### src/rtl/fhtc_consts.svh
// Timing constants for the hop timing controller
`ifndef FHTC_CONSTS_SVH
`define FHTC_CONSTS_SVH
`define FHTC_CLK_MHZ 50
`define FHTC_TIMER_W 32
`define FHTC_CHAN_W 9
`define FHTC_SEQ_LEN 9'h055
`define FHTC_HOP_STRIDE 9'h025
`define FHTC_CHAN_RESET 9'h000
`define FHTC_TURN_MAX_US 1000
`define FHTC_TURN_MAX_CYC (`FHTC_TURN_MAX_US * `FHTC_CLK_MHZ)
`define FHTC_SWITCH_MAX_US 500
`define FHTC_SWITCH_CYC (`FHTC_SWITCH_MAX_US * `FHTC_CLK_MHZ)
`define FHTC_SLOT_US 20000
`define FHTC_SLOT_CYC (`FHTC_SLOT_US * `FHTC_CLK_MHZ)
`define FHTC_TXRX_NS 2000
`define FHTC_TXRX_CYC ((`FHTC_TXRX_NS * `FHTC_CLK_MHZ + 999) / 1000)
`define FHTC_CCA_THRESH 8'h28
`define FHTC_LQI_SAT 8'h64
`endif

### src/rtl/fhtc_pkg.sv
// Types shared by the hop timing controller
package fhtc_pkg;
  typedef enum logic [3:0] {
    ST_HOP = 4'b0001,
    ST_RX = 4'b0010,
    ST_TXW = 4'b0100,
    ST_TX = 4'b1000
  } fhtc_state_t;
endpackage : fhtc_pkg

### src/rtl/fhtc_hop_if.sv
// Sequencer to controller carrier
`timescale 1ns/1ns
`default_nettype none
interface fhtc_hop_if;
  logic slot_tick;
  logic [8:0] hop_chan;
  logic [8:0] seq_pos;
  modport seq (output slot_tick, output hop_chan, output seq_pos);
  modport ctl (input slot_tick, input hop_chan, input seq_pos);
endinterface : fhtc_hop_if
`default_nettype wire

### src/rtl/fhtc_hop_seq.sv
// Slot-timed hopping sequencer, never pauses
`timescale 1ns/1ns
`default_nettype none
`include "fhtc_consts.svh"
module fhtc_hop_seq #(
  parameter int SLOT_CYC = `FHTC_SLOT_CYC
) (
  input wire logic clk_i,
  input wire logic rst_n_i,
  fhtc_hop_if.seq hop
);
  localparam logic [19:0] SLOT_LAST = 20'(SLOT_CYC - 1);

  logic [19:0] slot_cnt_reg;
  logic [8:0] pos_reg;
  logic [8:0] chan_reg;
  logic tick_reg;

  function automatic logic [8:0] wrap_add(input logic [8:0] a,
                                          input logic [8:0] b);
    logic [9:0] s;
    s = {1'b0, a} + {1'b0, b};
    if (s >= {1'b0, `FHTC_SEQ_LEN}) begin
      s = s - {1'b0, `FHTC_SEQ_LEN};
    end
    return s[8:0];
  endfunction : wrap_add

  // Free slot timer: transactions never stop it, so rejoin is exact
  always_ff @(posedge clk_i) begin
    if (!rst_n_i) begin
      slot_cnt_reg <= 20'h00000;
      tick_reg <= 1'b0;
    end else begin
      tick_reg <= (slot_cnt_reg == SLOT_LAST);
      if (slot_cnt_reg == SLOT_LAST) begin
        slot_cnt_reg <= 20'h00000;
      end else begin
        slot_cnt_reg <= slot_cnt_reg + 20'h00001;
      end
    end
  end

  // Stride coprime to the length visits every channel once per epoch
  always_ff @(posedge clk_i) begin
    if (!rst_n_i) begin
      pos_reg <= 9'h000;
      chan_reg <= `FHTC_CHAN_RESET;
    end else if (slot_cnt_reg == SLOT_LAST) begin
      pos_reg <= wrap_add(pos_reg, 9'h001);
      chan_reg <= wrap_add(chan_reg, `FHTC_HOP_STRIDE);
    end
  end

  assign hop.slot_tick = tick_reg;
  assign hop.hop_chan = chan_reg;
  assign hop.seq_pos = pos_reg;
endmodule : fhtc_hop_seq
`default_nettype wire

### src/rtl/fhtc_top.sv
// Hop timing controller: timer, stamps, scheduled tx, turnaround, hopping
`timescale 1ns/1ns
`default_nettype none
`include "fhtc_consts.svh"
module fhtc_top #(
  parameter int SLOT_CYC = `FHTC_SLOT_CYC,
  parameter int SWITCH_CYC = `FHTC_SWITCH_CYC,
  parameter int TURN_MAX_CYC = `FHTC_TURN_MAX_CYC
) (
  input wire logic CLOCK_I,
  input wire logic RST_N_I,
  input wire logic RX_DETECT_I,
  input wire logic RX_SEED_DONE_I,
  input wire logic RX_PAYLOAD_VALID_I,
  input wire logic [7:0] RX_PAYLOAD_I,
  input wire logic RX_FRAME_END_I,
  input wire logic [7:0] RX_STRENGTH_I,
  input wire logic TX_REQ_I,
  input wire logic TX_SCHEDULED_I,
  input wire logic [31:0] TX_AT_COUNT_I,
  input wire logic [8:0] TX_CHANNEL_I,
  input wire logic TX_DONE_I,
  output logic [31:0] TIMER_O,
  output logic TX_ACCEPT_O,
  output logic TX_REFUSE_O,
  output logic TX_START_O,
  output logic TX_ACTIVE_O,
  output logic RX_ENABLE_O,
  output logic RX_IND_VALID_O,
  output logic [7:0] RX_IND_DATA_O,
  output logic [31:0] RX_IND_STAMP_O,
  output logic RX_IND_STAMP_OK_O,
  output logic [7:0] LQI_O,
  output logic CLEAR_CHANNEL_O,
  output logic [8:0] ACTIVE_CHANNEL_INDEX_O,
  output logic CHAN_SETTLED_O,
  output logic [8:0] SEQ_POS_O,
  output logic SLOT_TICK_O
);
  localparam logic [15:0] TXRX_CYC = 16'(`FHTC_TXRX_CYC);
  localparam logic [14:0] SETTLE_LOAD = 15'(SWITCH_CYC);

  fhtc_hop_if hop ();

  fhtc_hop_seq #(
    .SLOT_CYC(SLOT_CYC)
  ) u_seq (
    .clk_i(CLOCK_I),
    .rst_n_i(RST_N_I),
    .hop(hop)
  );

  fhtc_pkg::fhtc_state_t state_reg;
  fhtc_pkg::fhtc_state_t state_next;
  logic [31:0] timer_reg;
  logic [31:0] stamp_reg;
  logic stamp_ok_reg;
  logic [8:0] chan_reg;
  logic [8:0] chan_next;
  logic [14:0] settle_cnt_reg;
  logic [15:0] gap_cnt_reg;
  logic [8:0] tx_chan_reg;
  logic [31:0] tx_at_reg;
  logic tx_sched_reg;
  logic take_tx;
  logic start_tx;
  logic gap_ok;
  logic settled;

  // Signed distance: a target slightly in the past still counts as reached
  function automatic logic reached(input logic [31:0] now,
                                   input logic [31:0] at);
    logic [31:0] d;
    d = now - at;
    return ~d[31];
  endfunction : reached

  // ----------------------------------------------------------------
  // Free-running timer
  // ----------------------------------------------------------------
  always_ff @(posedge CLOCK_I) begin
    if (!RST_N_I) begin
      timer_reg <= 32'h00000000;
    end else begin
      timer_reg <= timer_reg + 32'h00000001;
    end
  end

  // ----------------------------------------------------------------
  // Transaction sequencing
  // ----------------------------------------------------------------
  assign gap_ok = (gap_cnt_reg >= TXRX_CYC);
  assign settled = (settle_cnt_reg == 15'h0000);
  assign take_tx = (state_reg == fhtc_pkg::ST_HOP) && TX_REQ_I &&
                   !RX_DETECT_I && (TX_CHANNEL_I < `FHTC_SEQ_LEN);
  // Waits for settle and turnaround gap, then the requested count
  assign start_tx = (state_reg == fhtc_pkg::ST_TXW) && settled &&
                    gap_ok && (!tx_sched_reg ||
                    reached(timer_reg, tx_at_reg));

  always_comb begin
    state_next = state_reg;
    unique case (state_reg)
      fhtc_pkg::ST_HOP: begin
        if (RX_DETECT_I) begin
          state_next = fhtc_pkg::ST_RX;
        end else if (take_tx) begin
          state_next = fhtc_pkg::ST_TXW;
        end
      end
      fhtc_pkg::ST_RX: begin
        if (RX_FRAME_END_I) begin
          state_next = fhtc_pkg::ST_HOP;
        end
      end
      fhtc_pkg::ST_TXW: begin
        if (start_tx) begin
          state_next = fhtc_pkg::ST_TX;
        end
      end
      fhtc_pkg::ST_TX: begin
        if (TX_DONE_I) begin
          state_next = fhtc_pkg::ST_HOP;
        end
      end
      default: begin
        state_next = fhtc_pkg::ST_HOP;
      end
    endcase
  end

  always_ff @(posedge CLOCK_I) begin
    if (!RST_N_I) begin
      state_reg <= fhtc_pkg::ST_HOP;
    end else begin
      state_reg <= state_next;
    end
  end

  always_ff @(posedge CLOCK_I) begin
    if (!RST_N_I) begin
      tx_chan_reg <= `FHTC_CHAN_RESET;
      tx_at_reg <= 32'h00000000;
      tx_sched_reg <= 1'b0;
    end else if (take_tx) begin
      tx_chan_reg <= TX_CHANNEL_I;
      tx_at_reg <= TX_AT_COUNT_I;
      tx_sched_reg <= TX_SCHEDULED_I;
    end
  end

  always_ff @(posedge CLOCK_I) begin
    if (!RST_N_I) begin
      TX_ACCEPT_O <= 1'b0;
      TX_REFUSE_O <= 1'b0;
      TX_START_O <= 1'b0;
      TX_ACTIVE_O <= 1'b0;
    end else begin
      TX_ACCEPT_O <= take_tx;
      TX_REFUSE_O <= TX_REQ_I && !take_tx;
      TX_START_O <= start_tx;
      TX_ACTIVE_O <= (state_next == fhtc_pkg::ST_TX);
    end
  end

  // ----------------------------------------------------------------
  // Turnaround gap since the last transaction ended
  // ----------------------------------------------------------------
  always_ff @(posedge CLOCK_I) begin
    if (!RST_N_I) begin
      gap_cnt_reg <= 16'hffff;
    end else if ((state_reg == fhtc_pkg::ST_RX && RX_FRAME_END_I) ||
                 (state_reg == fhtc_pkg::ST_TX && TX_DONE_I)) begin
      gap_cnt_reg <= 16'h0000;
    end else if (gap_cnt_reg != 16'hffff) begin
      gap_cnt_reg <= gap_cnt_reg + 16'h0001;
    end
  end

  // Receiver back on a fixed short gap after transmit, far under 1 ms
  always_ff @(posedge CLOCK_I) begin
    if (!RST_N_I) begin
      RX_ENABLE_O <= 1'b0;
    end else begin
      RX_ENABLE_O <= (state_reg == fhtc_pkg::ST_RX) ||
                     (state_reg == fhtc_pkg::ST_HOP && gap_ok);
    end
  end

  // ----------------------------------------------------------------
  // Channel selection and switch settling
  // ----------------------------------------------------------------
  always_comb begin
    chan_next = chan_reg;
    if (state_reg == fhtc_pkg::ST_HOP && state_next == fhtc_pkg::ST_HOP) begin
      chan_next = hop.hop_chan;
    end else if (take_tx) begin
      chan_next = TX_CHANNEL_I;
    end
  end

  always_ff @(posedge CLOCK_I) begin
    if (!RST_N_I) begin
      chan_reg <= `FHTC_CHAN_RESET;
    end else begin
      chan_reg <= chan_next;
    end
  end

  // Settle counter loaded on each change; the radio is ready at zero
  always_ff @(posedge CLOCK_I) begin
    if (!RST_N_I) begin
      settle_cnt_reg <= 15'h0000;
    end else if (chan_next != chan_reg) begin
      settle_cnt_reg <= SETTLE_LOAD;
    end else if (!settled) begin
      settle_cnt_reg <= settle_cnt_reg - 15'h0001;
    end
  end

  always_ff @(posedge CLOCK_I) begin
    if (!RST_N_I) begin
      ACTIVE_CHANNEL_INDEX_O <= `FHTC_CHAN_RESET;
      CHAN_SETTLED_O <= 1'b1;
      SEQ_POS_O <= 9'h000;
      SLOT_TICK_O <= 1'b0;
    end else begin
      ACTIVE_CHANNEL_INDEX_O <= chan_next;
      CHAN_SETTLED_O <= (chan_next == chan_reg) && (settle_cnt_reg <= 15'h0001);
      SEQ_POS_O <= hop.seq_pos;
      SLOT_TICK_O <= hop.slot_tick;
    end
  end

  // ----------------------------------------------------------------
  // Receive stamp and indication
  // ----------------------------------------------------------------
  always_ff @(posedge CLOCK_I) begin
    if (!RST_N_I) begin
      stamp_reg <= 32'h00000000;
      stamp_ok_reg <= 1'b0;
    end else if (state_reg == fhtc_pkg::ST_HOP && RX_DETECT_I) begin
      stamp_ok_reg <= 1'b0;
    end else if (state_reg == fhtc_pkg::ST_RX && RX_SEED_DONE_I) begin
      stamp_reg <= timer_reg;
      stamp_ok_reg <= 1'b1;
    end
  end

  always_ff @(posedge CLOCK_I) begin
    if (!RST_N_I) begin
      RX_IND_VALID_O <= 1'b0;
      RX_IND_DATA_O <= 8'h00;
      RX_IND_STAMP_O <= 32'h00000000;
      RX_IND_STAMP_OK_O <= 1'b0;
    end else begin
      RX_IND_VALID_O <= (state_reg == fhtc_pkg::ST_RX) && RX_PAYLOAD_VALID_I;
      RX_IND_DATA_O <= RX_PAYLOAD_I;
      RX_IND_STAMP_O <= stamp_reg;
      RX_IND_STAMP_OK_O <= stamp_ok_reg;
    end
  end

  // ----------------------------------------------------------------
  // Link quality and clear channel
  // ----------------------------------------------------------------
  // Strength is 1 dB per code; doubling gives 0.5 dB steps over 100 dB
  always_ff @(posedge CLOCK_I) begin
    if (!RST_N_I) begin
      LQI_O <= 8'h00;
    end else if (state_reg == fhtc_pkg::ST_RX && RX_SEED_DONE_I) begin
      if (RX_STRENGTH_I > `FHTC_LQI_SAT) begin
        LQI_O <= `FHTC_LQI_SAT << 1;
      end else begin
        LQI_O <= {RX_STRENGTH_I[6:0], 1'b0};
      end
    end
  end

  always_ff @(posedge CLOCK_I) begin
    if (!RST_N_I) begin
      CLEAR_CHANNEL_O <= 1'b0;
    end else begin
      CLEAR_CHANNEL_O <= RX_ENABLE_O && settled &&
                         (state_reg == fhtc_pkg::ST_HOP) &&
                         (RX_STRENGTH_I < `FHTC_CCA_THRESH);
    end
  end

  assign TIMER_O = timer_reg;
endmodule : fhtc_top
`default_nettype wire
### config.mk
export PLATFORM = sky130hd
export DESIGN_NAME = fhtc_top
export DESIGN_NICKNAME = d
export VERILOG_FILES = /design/src/rtl/fhtc_pkg.sv /design/src/rtl/fhtc_hop_if.sv /design/src/rtl/fhtc_hop_seq.sv /design/src/rtl/fhtc_top.sv
export VERILOG_INCLUDE_DIRS = /design/src /design/src/rtl
export SDC_FILE = /design/constraint.sdc
export NUM_CORES = 1
export LEC_CHECK = 0
export BUFFER_PORTS_ARGS = -buffer_cell sky130_fd_sc_hd__buf_2
export CAP_MARGIN = 20
export CORE_AREA = 2 2 187 143
export CTS_CLUSTER_DIAMETER = 200
export CTS_CLUSTER_SIZE = 8
export DETAILED_ROUTE_END_ITERATION = 16
export DIE_AREA = 0 0 189 145
export GPL_TIMING_DRIVEN = 0
export RECOVER_POWER = 25
export SYNTH_ARGS = -nofsm -noshare
export SYNTH_HDL_FRONTEND = slang
export SYNTH_HIERARCHICAL = 1
export SYNTH_SLANG_ARGS = --single-unit
### constraint.sdc
create_clock -name CLOCK_I -period 3.2 [get_ports CLOCK_I]
set_input_delay 0 -clock CLOCK_I [delete_from_list [all_inputs] [get_ports CLOCK_I]]
set_output_delay 0 -clock CLOCK_I [all_outputs]
set_load 0.005 [all_outputs]
# Yosys cells after proc, flatten, opt, wreduce, memory -nomap -nowiden

Cells that the tools add are included.

Memory bits (read-only): 0
Output and inout port bits: 108
Bits in registers: 248
Latch bits: 0
Input port bits: 66
Bits in writable memories: 0
Memories kept: 0

Mux-type cells: 15
Reductions and logical operators: 30
Order comparisons: 7
Bitwise operators: 3
$add $sub $neg: 9
Shift-type cells: 0
$mul: 0
Div/mod/pow operators: 0
Equal/unequal tests: 11

Operator list:

| operator                                                         | count |
|---|---|
| 2-to-1 mux 9 bit                                                 | 4 |
| adder 32 x 1 -> 32 bit (second input constant)                   | 1 |
| 2-to-1 mux 16 bit                                                | 2 |
| subtractor 32 bit                                                | 1 |
| 2-to-1 mux 15 bit                                                | 2 |
| adder 20 x 1 -> 20 bit (second input constant)                   | 1 |
| == test 20 bit (second input constant)                           | 1 |
| >= comparator 10 x 7 -> 1 bit (second input constant)            | 2 |
| 2-to-1 mux 4 bit                                                 | 5 |
| logical AND 1 bit                                                | 18 |
| subtractor 9 x 7 -> 9 bit (second input constant)                | 2 |
| adder 16 x 1 -> 16 bit (second input constant)                   | 1 |
| >= comparator 16 x 7 -> 1 bit (second input constant)            | 1 |
| inequality test 16 bit (second input constant)                   | 1 |
| case mux 4 bit (4 select lines)                                  | 1 |
| less-or-equal comparator 15 x 1 -> 1 bit (second input constant) | 1 |
| logical NOT 15 bit                                               | 1 |
| subtractor 15 x 1 -> 15 bit (second input constant)              | 1 |
| adder 9 x 1 -> 10 bit (second input constant)                    | 1 |
| adder 9 x 6 -> 10 bit (second input constant)                    | 1 |
| == test 9 bit                                                    | 1 |
| < comparator 9 x 7 -> 1 bit (second input constant)              | 1 |
| inequality test 9 bit                                            | 1 |
| == test 4 x 1 -> 1 bit (second input constant)                   | 2 |
| 13 further kinds                                                 | 22 |

# Depth between registers and ports, before layout

Word-level depth: 12
Gate-level depth with buffers: 9

# Modules after synthesis

Netlist, hierarchy kept.

Modules (own cells, without submodules):

| module       | sequential area each (um^2) | times used | area each (um^2) | cells each |
|---|---|---|---|---|
| fhtc_top     | 4164.0                      | 1          | 8635.8           | 1012 |
| fhtc_hop_seq | 780.7                       | 1          | 2716.4           | 358 |

# Worst setup path before layout

Ideal clock, no wire load.

Path type: reg-to-reg
Start point: register u_seq.chan_reg[0], in the netlist u_seq/hop.hop_chan[0]
End point: register u_seq.chan_reg[3], in the netlist u_seq/hop.hop_chan[3]
Required time: 3129 ps
Setup slack: 653 ps
Arrival time: 2476 ps
Cell stages (with the launch flop): 9
Buffers on the path: 0
Setup time: 71 ps
Cell sequence: dfxtp_1 ha_1 nand2b_2 or4_1 a31oi_2 a2111oi_2 o21a_1 or4_1 a21oi_1

Word-level cells in the longest chain between the ends: 3

RTL lines:

| item                                                                              | line                                   | source |
|---|---|---|
| start: declaration                                                                | fhtc_hop_seq.sv:16                     | `logic [8:0] chan_reg;` |
| start signal: assignment                                                          | fhtc_hop_seq.sv:48                     | `` chan_reg <= `FHTC_CHAN_RESET; `` |
| start signal: assignment                                                          | fhtc_hop_seq.sv:51                     | `` chan_reg <= wrap_add(chan_reg, `FHTC_HOP_STRIDE); `` |
| adder 9 x 6 -> 10 bit (*)                                                         | fhtc_hop_seq.sv:22                     | `s = {1'b0, a} + {1'b0, b};` |
| subtractor 9 x 7 -> 9 bit / >= comparator 10 x 7 -> 1 bit (equally long branches) | fhtc_hop_seq.sv:24, fhtc_hop_seq.sv:23 |  |
| 2-to-1 mux 9 bit (*)                                                              | fhtc_hop_seq.sv:23                     | `` if (s >= {1'b0, `FHTC_SEQ_LEN}) begin `` |

Mark *: on every way between the ends. The rest lies on a longest branch, timed or not.
A chain may end at the register's enable or synchronous reset.

# Worst setup path in the final report

Start point: register u_seq.chan_reg[1], in the netlist u_seq/hop.hop_chan[1]
End point: register u_seq.chan_reg[3], in the netlist u_seq/hop.hop_chan[3]

The elaborated chain is that of the path after synthesis.

==> run metrics <==
layout cells sized above 1 0.1289; Max-slew headroom 0.2335; syn_area_per_cell 8.286 µm²; register bit total from synthesis 247; Synth top area share 0.4356; Worst setup SP type flip-flop; Reg clk slew, reported paths 50 ps; CTS sink cnt 247; post-synthesis cell type count 76; TNS Setup 0 ps; synth warn 6; Synth Instances 1,370; Flop pwr share 0.430; I/O Pins 174; vias 10.46k; antenna violation net count after detailed routing 0; Clock Path Buffers 3; Placer Congestion 0.8619; Core ar. 0.02559 mm²; Crit. End Element flip-flop; gr usage total 0.2343; worst setup path class flip-flop to flip-flop; Setup WS pre-CTS -14.47 ps; Comb pwr share 0.158; TritonCTS clock tree built; fmax 329.5 MHz; Peak VDD IR 0.4115 mV; first-pass GRT wire length 52,230 µm; Synth area leader dfxtp_1; final total power 8048 µW; final worst setup slack 165.1 ps; register area share after synthesis 0.4356; starting density of the core 0.4436; Post-Syn Area 0.01135 mm²; P_leak 0.005563 µW; switching fraction of total power 0.2723; syn_nets 1,476; Clock Latency Late Sink 500 ps; Async SR Flop Fraction 0; top cells by area, synth dfxtp_1, nand2_1, a21oi_1; Switching Power 2192 µW; drt drc 0; period utilization 0.9484; vias in the first global route 9,866; P&R area growth vs syn 25.58%; Final setup violation count 0; Worst EP arrival 3460 ps; Final Max Slew Viols 0; fin area 0.01426 mm²; total grt overflow 0; max cap viols 0; dpl hpwl 23,160 µm; DRT Pass-1 Iters 5; ys flop type dfxtp_1; Avg Vias per Cell 5.240; initial antenna violation count 0; clock share of power 0.412; Die ar. 0.02741 mm²; Layout Nets 1,756; Pint 5856 µW; Routed WL per cell 16.15 µm; # diodes 0; Crit path required time 3620 ps; Post-Route WL 32,230 µm; largest net degree at the start of global routing 11; Worst Max-Slew Pin Slew 1142 ps; H-tree levels 2; clk root buf clkbuf_16; RSZ-0062 raised after global routing true; Hold Crit Class input port to flip-flop; Synth top cells by count dfxtp_1, nand2_1, nor2_1, a21oi_1, inv_1; minimum clock period 3035 ps; Post-synth EDFFs 0; PortBufs 172; die outline width 189 µm; cell with the most instances after synthesis dfxtp_1; row count 51; Worst Path Max Fanout 10; outcome finished clean; TritonCTS Buffers 36; final core utilization 0.5571; area post-placement 0.01264 mm²; 1st-iter DRT viols 618; Clock Skew 16.29 ps; Final Hold Viols 0; PD cells 564.6 mW/mm²; Die H 145 µm
-- final timing paths --
kind / start / to / slack [ps] / depth (start not counted)
hold reg to reg: stamp_reg[21] / RX_IND_STAMP_O[21] / 450 / 1
setup reg to reg: u_seq/hop.hop_chan[1] / u_seq/hop.hop_chan[3] / 170 / 9
hold / removal: TX_CHANNEL_I[7] / ACTIVE_CHANNEL_INDEX_O[6] / 50 / 5
setup / recovery: u_seq/hop.hop_chan[1] / u_seq/hop.hop_chan[3] / 170 / 9
-- metrics by stage --
step | std cells | hold slack, ps
floorplan | 1370 | 127.3
global placement | 1886 | 204.8
detailed placement | 1886 | 209.7
CTS | 1994 | 44.40
global route | 1996 | 108.1
finish | 1996 | 48.14
-- what timing repair did --
item | in CTS | in global routing
hold endpoints to repair | 62 | 0
setup endpoints to repair | 2 | 7
pin swaps | 0 | 1
buffers inserted | 0 | 2
resized for setup | 1 | 2
hold buffers | 68 | 0
-- cells by family (layout without fill, tap and decap cells) --
group                      count (synthesis)  after routing  synth area share
DFF                                      247            247            0.4356
other                                      1              1         0.0003303
muxes                                      9              9          0.008156
xor gates and xnor gates                  80             80           0.06172
and+or+nand+nor                          582            582            0.2482
buffers and inverters                    132            414           0.04629
AOI/OAI and AO/OA                        279            279            0.1556
adders and majority gates                 40             40           0.04409
-- cell usage in the layout, fill, tap and decap left out, types with 10 or more instances in the layout --
cell / Yosys / layout
o21ai_0: 54 / 54
nand3_1: 41 / 41
or3_1: 16 / 16
ha_1: 40 / 39
inv_1: 66 / 66
and2_0: 0 / 11
dlygate4sd3_1: 0 / 68
clkbuf_1: 54 / 89
nor2_1: 125 / 125
and3_1: 14 / 14
xnor2_1: 43 / 43
a311oi_1: 10 / 10
nand4_1: 26 / 26
and2_1: 58 / 47
xor2_1: 37 / 37
nor3_1: 31 / 31
clkbuf_16: 0 / 37
a21oi_1: 119 / 119
nand2_1: 207 / 207
dfxtp_1: 247 / 246
buf_2: 3 / 141
-- area by class of cell --
cell class	count	area [µm²]
sequential	247	4946
buffer	66	277.8
fill	2450	11330
tap	344	430.4
inverter	66	247.7
clock buffer	38	929.6
multi-input combinational	991	5893
clock inverter	2	17.52
timing repair buffer	242	1514
-- routing by layer --
metal	share of wire	global-route usage	up-vias
li1	-	-	5269
met1	0.50	0.3514	4857
met2	0.42	0.3405	276
met3	0.059	0.04257	57
met4	0.021	0.06563	0
met5	0	0	-
-- power groups by stage --
stage                     Combinational (µW)  Sequential, µW  Clock [µW]
final                                   1270            3460        3320
after CTS                               1270            3450        3410
after global routing                    1430            3480        3540
after floorplan                          910            3470           0
after detailed placement                1200            3510           0
after global placement                  1170            3510           0
-- worst max-delay path, cell delays in order, from the launching register on --
cell and delay [ps]:
dfxtp_1 510, ha_2 360, nor2_1 130, a2111oi_2 440, a31oi_2 130, a2111oi_2 480
buf_4 260, nor3_1 70, or4_1 410, a21oi_1 160
(Power assumes the default switching activity.)
